**config.mk**
```make
export PLATFORM = sky130hd
export DESIGN_NAME = rbm_ring_manager
export DESIGN_NICKNAME = d
export VERILOG_FILES = /design/src/rbm_page_link.v /design/src/rbm_ring_manager.v /design/src/rbm_status_flags.v
export VERILOG_INCLUDE_DIRS = /design/src
export SDC_FILE = /design/constraint.sdc
export NUM_CORES = 1
export LEC_CHECK = 0
export ABC_AREA = 1
export BUFFER_PORTS_ARGS = -buffer_cell sky130_fd_sc_hd__buf_4
export CAP_MARGIN = 20
export CORE_ASPECT_RATIO = 1.5
export CORE_MARGIN = 3
export CORE_UTILIZATION = 47
export DETAILED_ROUTE_END_ITERATION = 6
export MAX_ROUTING_LAYER = met4
export PLACE_DENSITY = 0.7
export SLEW_MARGIN = 20
export SYNTH_ARGS = -nofsm -noshare
export SYNTH_HDL_FRONTEND = slang
export SYNTH_SLANG_ARGS = --single-unit
```
**constraint.sdc**
```tcl
create_clock -name mclk -period 2.4 [get_ports mclk]
set_clock_uncertainty 0.05 [all_clocks]
set_input_delay 0.24 -clock mclk [delete_from_list [all_inputs] [get_ports mclk]]
set_output_delay 0.24 -clock mclk [all_outputs]
set_load 0.05 [all_outputs]
```
**src/rbm_defines.vh**
```
// constants for the receive buffer ring manager
`ifndef RBM_DEFINES_VH
`define RBM_DEFINES_VH
// ==========================================
// register offsets, page 0
`define RBM_OFS_CMD 4'h0
`define RBM_OFS_FIRST 4'h1
`define RBM_OFS_END 4'h2
`define RBM_OFS_BND 4'h3
`define RBM_OFS_ISR 4'h4
`define RBM_OFS_RCNT_LO 4'h5
`define RBM_OFS_RCNT_HI 4'h6
`define RBM_OFS_DCFG 4'h7
`define RBM_OFS_TCFG 4'h8
`define RBM_OFS_RCFG 4'h9
`define RBM_OFS_IMASK 4'hA
`define RBM_OFS_MISSED 4'hB
`define RBM_OFS_RSTAT 4'hC
// ==========================================
// register offsets, page 1
`define RBM_OFS_STA0 4'h1
`define RBM_OFS_WPP 4'h7
`define RBM_OFS_MCF0 4'h8
// ==========================================
// command register fields
`define RBM_CMD_HALT 0
`define RBM_CMD_START 1
`define RBM_CMD_TXP 2
`define RBM_CMD_PS_LO 6
`define RBM_CMD_PS_HI 7
`define RBM_CMD_RESET 8'h21
// ==========================================
// interrupt status fields
`define RBM_ISR_RX_OK 0
`define RBM_ISR_SENT 1
`define RBM_ISR_RX_ERR 2
`define RBM_ISR_SEND_ERR 3
`define RBM_ISR_OVW 4
`define RBM_ISR_RST 7
// ==========================================
// configuration fields
`define RBM_RCFG_ACC_ERR 0
`define RBM_RCFG_ACC_RUNT 1
`define RBM_TCFG_LB_LO 1
`define RBM_TCFG_LB_HI 2
// ==========================================
// buffer layout
`define RBM_HDR_BYTES 8'h04
`define RBM_PAGE_LAST 8'hFF
`define RBM_MAX_PAGES 3'h6
`define RBM_RESET_PAGE 8'h40
`endif

```
**src/rbm_page_link.v**
```verilog
// next-page calculation with ring wrap and boundary check
`timescale 1ns/10ps
module rbm_page_link (
  cur_page,
  first_page,
  end_page,
  bnd_page,
  next_page,
  hits_bnd
);
  input wire [7:0] cur_page;
  input wire [7:0] first_page;
  input wire [7:0] end_page;
  input wire [7:0] bnd_page;
  output wire [7:0] next_page;
  output wire hits_bnd;
  wire [7:0] step;
  // ==========================================
  // forward link, the adjacent page or the first ring page at the end page
  assign step = cur_page + 8'h01;
  assign next_page = (step == end_page) ? first_page : step;
  assign hits_bnd = (next_page == bnd_page);
endmodule // rbm_page_link

```
**src/rbm_ring_manager.v**
```verilog
// receive buffer ring manager: local receive dma, ring pointers, control registers
// Summary of operation
// - a full 256-byte page links forward to the next page for the rest
// - a legal maximum frame spans at most six linked pages
// - links never skip pages; only the ring wrap is discontinuous
// - next page equal to the end page reloads the first ring page
// - next page equal to the read boundary aborts the frame
// - otherwise the link is taken and writing continues there
// - an overflow drops only the incoming frame, stored frames stay
// - an overflow sets the overwrite warning flag
// - 22H starts and enables remote dma; loopback keeps receive dma off
// - missed frame tally does not count while halted
// - 21H selects page 0 halted, 61H selects page 1
// - writing FFH to interrupt status clears every stored flag; bit 7 reads halted-and-idle, not a flag
// - accepted frame gets status, next pointer, byte count in first page
// - rest of last page unused; write pointer takes precomputed next page
// - runt, crc or alignment errors reclaim pages unless accepted
// - the frame check bytes are stored right after the data
// - storage starts 4 bytes into the first page
// - equal pointers mean empty or full depending on who caught up
//
// Chosen here: the plain strobed port and the placing of the registers.
`timescale 1ns/10ps
`include "rbm_defines.vh"
module rbm_ring_manager (
  mclk,
  rst_n,
  ce,
  reg_addr,
  reg_wdata,
  reg_wr,
  reg_rd,
  reg_rdata,
  rx_start,
  rx_valid,
  rx_byte,
  rx_end,
  rx_status,
  rx_runt,
  rx_crc_err,
  rx_align_err,
  tx_sent,
  tx_error,
  mem_addr,
  mem_data,
  mem_we,
  remote_dma_en,
  rx_busy
);
  input wire mclk;
  input wire rst_n;
  input wire ce;
  input wire [3:0] reg_addr;
  input wire [7:0] reg_wdata;
  input wire reg_wr;
  input wire reg_rd;
  output reg [7:0] reg_rdata;
  input wire rx_start;
  input wire rx_valid;
  input wire [7:0] rx_byte;
  input wire rx_end;
  input wire [7:0] rx_status;
  input wire rx_runt;
  input wire rx_crc_err;
  input wire rx_align_err;
  input wire tx_sent;
  input wire tx_error;
  output reg [15:0] mem_addr;
  output reg [7:0] mem_data;
  output reg mem_we;
  output reg remote_dma_en;
  output reg rx_busy;

  localparam [2:0] ST_IDLE = 3'd0;
  localparam [2:0] ST_STORE = 3'd1;
  localparam [2:0] ST_HDR0 = 3'd2;
  localparam [2:0] ST_HDR1 = 3'd3;
  localparam [2:0] ST_HDR2 = 3'd4;
  localparam [2:0] ST_HDR3 = 3'd5;

  // ==========================================
  // registers
  reg [7:0] cmd_r;
  reg halted_r;
  reg [7:0] ring_first_page_r;
  reg [7:0] ring_end_page_r;
  reg [7:0] read_boundary_pointer_r;
  reg [7:0] write_page_pointer_r;
  reg [7:0] remote_count_low_r;
  reg [7:0] remote_count_high_r;
  reg [7:0] data_config_r;
  reg [7:0] tcfg_r;
  reg [7:0] receive_config_r;
  reg [7:0] interrupt_mask_r;
  reg [7:0] missed_r;
  reg ring_full_r;
  reg [7:0] addr_book_r [0:14];
  reg [2:0] state_r;
  reg [7:0] page_r;
  reg [7:0] off_r;
  reg [15:0] count_r;
  reg [2:0] pages_r;
  reg [7:0] hdr_status_r;
  reg [7:0] next_free_r;
  reg [7:0] isr_set;
  wire [7:0] isr_flags;
  wire [7:0] link_page;
  wire link_hits_bnd;
  wire [7:0] wpp_link_page;
  wire wpp_unused;
  wire page1_sel;
  wire loopback;
  wire rx_enabled;
  wire reject;
  wire [7:0] end_next_free;

  function [15:0] page_addr;
    input [7:0] pg;
    input [7:0] ofs;
    begin
      page_addr = {pg, ofs};
    end
  endfunction

  assign page1_sel = (cmd_r[`RBM_CMD_PS_HI:`RBM_CMD_PS_LO] == 2'b01);
  assign loopback = (tcfg_r[`RBM_TCFG_LB_HI:`RBM_TCFG_LB_LO] != 2'b00);
  assign rx_enabled = !halted_r && !loopback;
  assign reject = ((rx_crc_err || rx_align_err) && !receive_config_r[`RBM_RCFG_ACC_ERR]) ||
                  (rx_runt && !receive_config_r[`RBM_RCFG_ACC_RUNT]);
  // a frame ending on a page edge has already linked into a fresh page
  assign end_next_free = (off_r == 8'h00) ? page_r : link_page;

  // ==========================================
  // page link and status flag helpers
  rbm_page_link u_link (
    .cur_page(page_r),
    .first_page(ring_first_page_r),
    .end_page(ring_end_page_r),
    .bnd_page(read_boundary_pointer_r),
    .next_page(link_page),
    .hits_bnd(link_hits_bnd)
  );

  rbm_page_link u_wpp_link (
    .cur_page(write_page_pointer_r),
    .first_page(ring_first_page_r),
    .end_page(ring_end_page_r),
    .bnd_page(read_boundary_pointer_r),
    .next_page(wpp_link_page),
    .hits_bnd(wpp_unused)
  );

  rbm_status_flags u_isr (
    .mclk(mclk),
    .rst_n(rst_n),
    .ce(ce),
    .set_bits(isr_set),
    .clr_we(reg_wr && !page1_sel && (reg_addr == `RBM_OFS_ISR)),
    .clr_bits(reg_wdata),
    .flags(isr_flags)
  );

  // ==========================================
  // receive dma state machine
  always @(posedge mclk or negedge rst_n) begin
    if (!rst_n) begin
      state_r <= ST_IDLE;
      page_r <= 8'h00;
      off_r <= 8'h00;
      count_r <= 16'h0000;
      pages_r <= 3'h0;
      hdr_status_r <= 8'h00;
      next_free_r <= 8'h00;
      mem_addr <= 16'h0000;
      mem_data <= 8'h00;
      mem_we <= 1'b0;
      write_page_pointer_r <= `RBM_RESET_PAGE;
      ring_full_r <= 1'b0;
      missed_r <= 8'h00;
      isr_set <= 8'h00;
      rx_busy <= 1'b0;
    end else if (ce) begin
      mem_we <= 1'b0;
      // transmit done lands on bit 1, transmit error on bit 3
      isr_set <= {4'h0, tx_error, 1'b0, tx_sent, 1'b0};
      case (state_r)
        ST_IDLE: begin
          rx_busy <= 1'b0;
          if (rx_start && rx_enabled) begin
            if (ring_full_r) begin
              // nothing free: frame is lost, stored frames untouched
              isr_set[`RBM_ISR_OVW] <= 1'b1;
              missed_r <= missed_r + 8'h01;
            end else begin
              page_r <= write_page_pointer_r;
              off_r <= `RBM_HDR_BYTES;
              count_r <= 16'h0000;
              pages_r <= 3'h1;
              rx_busy <= 1'b1;
              state_r <= ST_STORE;
            end
          end else if (rx_start && !halted_r) begin
            missed_r <= missed_r + 8'h01;
          end
        end
        ST_STORE: begin
          if (rx_valid) begin
            // check bytes arrive in the data stream and land right after it
            mem_addr <= page_addr(page_r, off_r);
            mem_data <= rx_byte;
            mem_we <= 1'b1;
            count_r <= count_r + 16'h0001;
            off_r <= off_r + 8'h01;
            if (off_r == `RBM_PAGE_LAST) begin
              if (link_hits_bnd) begin
                // abort before touching unread pages
                isr_set[`RBM_ISR_OVW] <= 1'b1;
                if (!halted_r) begin
                  missed_r <= missed_r + 8'h01;
                end
                page_r <= write_page_pointer_r;
                state_r <= ST_IDLE;
              end else begin
                page_r <= link_page;
                // 1518 bytes plus header always fits in six pages
                pages_r <= (pages_r == `RBM_MAX_PAGES) ? pages_r : pages_r + 3'h1;
              end
            end
          end else if (rx_end) begin
            if (reject) begin
              page_r <= write_page_pointer_r;
              isr_set[`RBM_ISR_RX_ERR] <= 1'b1;
              state_r <= ST_IDLE;
            end else begin
              hdr_status_r <= rx_status;
              next_free_r <= end_next_free;
              state_r <= ST_HDR0;
            end
          end
        end
        ST_HDR0: begin
          mem_addr <= page_addr(write_page_pointer_r, 8'h00);
          mem_data <= hdr_status_r;
          mem_we <= 1'b1;
          state_r <= ST_HDR1;
        end
        ST_HDR1: begin
          mem_addr <= page_addr(write_page_pointer_r, 8'h01);
          mem_data <= next_free_r;
          mem_we <= 1'b1;
          state_r <= ST_HDR2;
        end
        ST_HDR2: begin
          mem_addr <= page_addr(write_page_pointer_r, 8'h02);
          mem_data <= count_r[7:0];
          mem_we <= 1'b1;
          state_r <= ST_HDR3;
        end
        ST_HDR3: begin
          mem_addr <= page_addr(write_page_pointer_r, 8'h03);
          mem_data <= count_r[15:8];
          mem_we <= 1'b1;
          write_page_pointer_r <= next_free_r;
          // write side caught up with the read side: ring is full
          ring_full_r <= (next_free_r == read_boundary_pointer_r);
          isr_set[`RBM_ISR_RX_OK] <= 1'b1;
          state_r <= ST_IDLE;
        end
        default: begin
          state_r <= ST_IDLE;
        end
      endcase
      // host register writes to the working pointers and the missed tally
      if (reg_wr && page1_sel && (reg_addr == `RBM_OFS_WPP)) begin
        write_page_pointer_r <= reg_wdata;
        ring_full_r <= 1'b0;
      end
      if (reg_wr && !page1_sel && (reg_addr == `RBM_OFS_BND)) begin
        // read side moved: the ring is no longer full
        ring_full_r <= 1'b0;
      end
      if (reg_wr && !page1_sel && (reg_addr == `RBM_OFS_MISSED)) begin
        missed_r <= 8'h00;
      end
    end
  end

  // ==========================================
  // control registers
  always @(posedge mclk or negedge rst_n) begin
    if (!rst_n) begin
      cmd_r <= `RBM_CMD_RESET;
      halted_r <= 1'b1;
      ring_first_page_r <= `RBM_RESET_PAGE;
      ring_end_page_r <= 8'h00;
      read_boundary_pointer_r <= `RBM_RESET_PAGE;
      remote_count_low_r <= 8'h00;
      remote_count_high_r <= 8'h00;
      data_config_r <= 8'h00;
      tcfg_r <= 8'h00;
      receive_config_r <= 8'h00;
      interrupt_mask_r <= 8'h00;
      remote_dma_en <= 1'b0;
    end else if (ce) begin
      if (reg_wr && (reg_addr == `RBM_OFS_CMD)) begin
        cmd_r <= reg_wdata;
        if (reg_wdata[`RBM_CMD_HALT]) begin
          // a frame in progress still finishes
          halted_r <= 1'b1;
          remote_dma_en <= 1'b0;
        end else if (reg_wdata[`RBM_CMD_START]) begin
          halted_r <= 1'b0;
          remote_dma_en <= 1'b1;
        end
      end else if (reg_wr && !page1_sel) begin
        case (reg_addr)
          `RBM_OFS_FIRST: ring_first_page_r <= reg_wdata;
          `RBM_OFS_END: ring_end_page_r <= reg_wdata;
          `RBM_OFS_BND: read_boundary_pointer_r <= reg_wdata;
          `RBM_OFS_RCNT_LO: remote_count_low_r <= reg_wdata;
          `RBM_OFS_RCNT_HI: remote_count_high_r <= reg_wdata;
          `RBM_OFS_DCFG: data_config_r <= reg_wdata;
          `RBM_OFS_TCFG: tcfg_r <= reg_wdata;
          `RBM_OFS_RCFG: receive_config_r <= reg_wdata;
          `RBM_OFS_IMASK: interrupt_mask_r <= reg_wdata;
          default: begin
          end
        endcase
      end
      // transmit pending drops when the send finishes either way
      if (tx_sent || tx_error) begin
        cmd_r[`RBM_CMD_TXP] <= 1'b0;
      end
    end
  end

  // station address and multicast filter bytes
  always @(posedge mclk) begin
    if (ce && reg_wr && page1_sel && (reg_addr != `RBM_OFS_CMD) &&
        (reg_addr != `RBM_OFS_WPP)) begin
      addr_book_r[reg_addr - 4'h1] <= reg_wdata;
    end
  end

  // ==========================================
  // read port, data one cycle after the strobe
  always @(posedge mclk or negedge rst_n) begin
    if (!rst_n) begin
      reg_rdata <= 8'h00;
    end else if (ce) begin
      reg_rdata <= 8'h00;
      if (reg_rd) begin
        if (reg_addr == `RBM_OFS_CMD) begin
          reg_rdata <= cmd_r;
        end else if (page1_sel) begin
          if (reg_addr == `RBM_OFS_WPP) begin
            reg_rdata <= write_page_pointer_r;
          end else begin
            reg_rdata <= addr_book_r[reg_addr - 4'h1];
          end
        end else begin
          case (reg_addr)
            `RBM_OFS_FIRST: reg_rdata <= ring_first_page_r;
            `RBM_OFS_END: reg_rdata <= ring_end_page_r;
            `RBM_OFS_BND: reg_rdata <= read_boundary_pointer_r;
            `RBM_OFS_ISR: reg_rdata <= isr_flags |
                {halted_r && (state_r == ST_IDLE), 7'h00};
            `RBM_OFS_RCNT_LO: reg_rdata <= remote_count_low_r;
            `RBM_OFS_RCNT_HI: reg_rdata <= remote_count_high_r;
            `RBM_OFS_DCFG: reg_rdata <= data_config_r;
            `RBM_OFS_TCFG: reg_rdata <= tcfg_r;
            `RBM_OFS_RCFG: reg_rdata <= receive_config_r;
            `RBM_OFS_IMASK: reg_rdata <= interrupt_mask_r;
            `RBM_OFS_MISSED: reg_rdata <= missed_r;
            `RBM_OFS_RSTAT: reg_rdata <= {4'h0, pages_r == `RBM_MAX_PAGES,
                (write_page_pointer_r == read_boundary_pointer_r) && !ring_full_r,
                ring_full_r, wpp_link_page == read_boundary_pointer_r};
            default: reg_rdata <= 8'h00;
          endcase
        end
      end
    end
  end
endmodule // rbm_ring_manager

```
**src/rbm_status_flags.v**
```verilog
// sticky interrupt status flags, write one to clear
`timescale 1ns/10ps
module rbm_status_flags (
  mclk,
  rst_n,
  ce,
  set_bits,
  clr_we,
  clr_bits,
  flags
);
  input wire mclk;
  input wire rst_n;
  input wire ce;
  input wire [7:0] set_bits;
  input wire clr_we;
  input wire [7:0] clr_bits;
  output wire [7:0] flags;
  reg [7:0] flags_r;
  wire [7:0] flags_nxt;
  // a set in the clearing cycle survives
  assign flags_nxt = (flags_r & ~(clr_we ? clr_bits : 8'h00)) | set_bits;
  assign flags = flags_r;
  // ==========================================
  // storage
  always @(posedge mclk or negedge rst_n) begin
    if (!rst_n) begin
      flags_r <= 8'h00;
    end else if (ce) begin
      flags_r <= flags_nxt;
    end
  end
endmodule // rbm_status_flags
```
==> results.yml <==
timing:
  period_needed_ns: 2.76
  drv_slew: 0
  hold_viol: 0
  timing.hold.ws_ns: 0.0571
  max_slew_margin: 0.549
  setup_violations: 23
  layout_worst_path_cycle_share: 1.15
  setup_ws_ns: -0.360
  rsz0062_at_grt: "true"
  worst_slew_pin_slew_ns: 0.677
  fmax_mhz: 362
final_layout:
  largestRegisters: "addr_book_r x120, count_r x16, mem_addr x16"
  final_common_cell: "nand2_1"
  drive_above_1_share: 0.284
  layout_common_cells: "nand2_1 (421), buf_4 (332), dfrtp_1 (191), o21ai_0 (167), inv_1 (157)"
  finish.net_count: 2222
  final_util: 0.646
  largest_register_ffs: 120
  fillers: 2652
  top_register: "addr_book_r"
  syn2layout_area_growth_pct: 34.9
  antenna_cells: 0
floorplan:
  die_area_sq_um: 35700
  die_h_um: 230
  start_util: 0.479
  core_area_sq_um: 32800
  io_pins: 76
  fp.dieW_um: 155
  num_rows: 81
drt:
  drtIter0Drc: 1172
  vias: 15000
  remaining_drc_errors: 0
  avgViaCountPerCell: 5.73
  dr.pass1.iters: 5
  ant_nets: 0
  wire_per_inst_um: 20.9
  drt-total-wl_mm: 54.5
cts:
  cts_buffers: 31
  cts_tree: "done"
  htree_levels: 1
  clock-sinks: 320
  path_clk_slew_ns: 0.07
  clock_latency_ns: 0.60
  clockRootBuffer: "clkbuf_16"
  cts_max_path_buffers: 3
power_and_ir_drop:
  ir_drop_uv: 879
  seq_power_share: 0.340
  netSwitchingFraction: 0.402
  p_int_uw: 13400
  leakagePower_uw: 0.00936
  p_sw_uw: 9020
  power_density_nw_per_um2: 1060
  p_clk_frac: 0.230
  p_comb_frac: 0.430
logic_synthesis:
  ys_types: 51
  synth_nets: 1852
  ys_seq_elements: 320
  netlist_instances: 1797
  yosysSeqAreaShare: 0.548
  syn-cell-area_sq_um: 15700
  synth-warning-count: 0
  syn_area_per_cell_sq_um: 8.74
global_route:
  grt_usage: 0.305
  grt_pass1_wl_mm: 82.2
  antenna_found_initial: 0
  grt_max_degree: 61
  overflow: 0
  grt_pass1_vias: 15000
setup_path:
  start_kind: "register"
  cp_max_fo: 8
  cp_data_arrival_time_ns: 3.20
  worstPathRequired_ns: 2.84
  endpoint_kind: "register"
  crit_type: "register to register"
run_status:
  status: "finished, violations left"
  failed_checks: "negative setup slack"
placed_design:
  gp_congestion: 1.02
  io_buffers: 75
  dp_hpwl_mm: 39.5
hold_path:
  hold_class: "input port to register"
flow_run:
  drv_cap: 0
-- per-stage QoR --
step           area (sq um)  instances  worst slack, ns  power [uW]  TNS [ns]
2_1_floorplan         15800       1797          -0.0736       12000    -0.551
3_3_place_gp          18700       2471           -0.281       15600     -9.68
3_5_place_dp          18700       2471           -0.378       15700    -14.23
4_1_cts               20600       2579           -0.284       21500     -5.94
5_1_grt               21200       2607           -0.520       23500    -11.58
6_report              21200       2607           -0.360       22400     -7.57
-- routing by layer --
metal / vias to the layer above / global-route usage / share of wire
met3: 232 / 0.0335 / 0.056
met2: 631 / 0.524 / 0.51
met5: - / - / 0
li1: 6904 / - / -
met4: 0 / 0.215 / 0.087
met1: 7183 / 0.325 / 0.35
-- logic make-up (layout without fill, tap and decap cells) --
family | count (synthesis) | count (layout) | share of synthesized area
AO/OA/AOI/OAI | 410 | 410 | 0.155
XOR/XNOR | 18 | 18 | 0.0100
adder cells (fa/ha/maj) | 14 | 14 | 0.0111
buffers and inverters | 235 | 627 | 0.0575
flip-flops | 320 | 320 | 0.548
AND/OR/NAND/NOR | 800 | 803 | 0.218
-- worst max-delay path, cell delays in order, from the launching register on --
cell	delay, ns
dfrtp_1	0.42
ha_4	0.19
nand3_4	0.11
xor2_4	0.20
inv_1	0.05
nand2_1	0.07
nand2_2	0.10
nor2_4	0.19
nand3_4	0.24
nand2_4	0.15
nand2_2	0.06
nand2_1	0.06
nand2_1	0.07
nand2_2	0.08
nor2_4	0.05
nand2_4	0.14
nand3_4	0.14
buf_6	0.17
nand3_1	0.06
nand2_1	0.05
-- cell usage after synthesis, drive strengths merged --
master / number / area share
o211ai: 19 / 0.0091
a211oi: 3 / 0.0014
nor3: 14 / 0.0054
o21a: 1 / 0.00048
clkinv: 4 / 0.00096
nand4: 31 / 0.012
nand2: 487 / 0.12
a22o: 4 / 0.0022
and3: 1 / 0.00040
xnor2: 3 / 0.0017
a31oi: 10 / 0.0040
o21bai: 1 / 0.00048
o2111ai: 6 / 0.0033
buf: 11 / 0.0040
xor2: 15 / 0.0084
o21ai: 182 / 0.059
nand3: 101 / 0.035
nor3b: 2 / 0.00096
nor4: 9 / 0.0036
and2: 1 / 0.00040
edfxtp: 120 / 0.23
ha: 14 / 0.011
o221ai: 3 / 0.0017
dfrtp: 194 / 0.31
clkbuf: 52 / 0.012
a221oi: 29 / 0.016
a21oi: 101 / 0.032
a32o: 10 / 0.0064
nand3b: 1 / 0.00048
a22oi: 10 / 0.0048
o31ai: 10 / 0.0048
a2111oi: 2 / 0.0011
o22ai: 19 / 0.0076
or2: 2 / 0.00080
dfstp: 6 / 0.010
inv: 168 / 0.040
nor2: 151 / 0.040
-- path summary, 6_finish.rpt --
check / start / slack (ns) / end / depth (start not counted)
min in group asynchronous: rst_n / 0.08 / mem_addr[6] / 2
max reg2reg: page_r[0] / -0.36 / missed_r[1] / 19
max: page_r[0] / -0.36 / missed_r[1] / 19
max in group asynchronous: rst_n / 1.46 / write_page_pointer_r[6] / 3
min reg2reg: cmd_r[0] / 0.41 / cmd_r[0] / 2
min: rx_runt / 0.06 / isr_set[2] / 5
-- timing repair --
item,4_1_cts,5_1_grt
endpoints found under the setup margin,46,73
hold endpoints to repair,341,0
gates resized for setup,98,110
setup buffers,18,29
gates cloned,3,0
pin swaps,77,64
hold buffers,30,0
-- area by class of cell --
cell class                 instances  area [sq um]  share of cell area
clock buffer                      41           851              0.0401
multi-input combinational       1245          6990               0.330
timing repair buffer             397          3360               0.159
tap                              415           519              0.0245
inverter                         172           646              0.0305
clock inverter                    17           209             0.00986
sequential                       320          8620               0.407
-- power by group through the flow --
| stage | registers, uW | clock network [uW] | logic, uW |
|---|---|---|---|
| after floorplan | 8160 | 0 | 3820 |
| after global placement | 7590 | 0 | 7970 |
| after detailed placement | 7610 | 0 | 8080 |
| after CTS | 7550 | 5200 | 8760 |
| after global routing | 7720 | 5410 | 10400 |
| final | 7630 | 5150 | 9650 |
(Power assumes the default switching activity.)
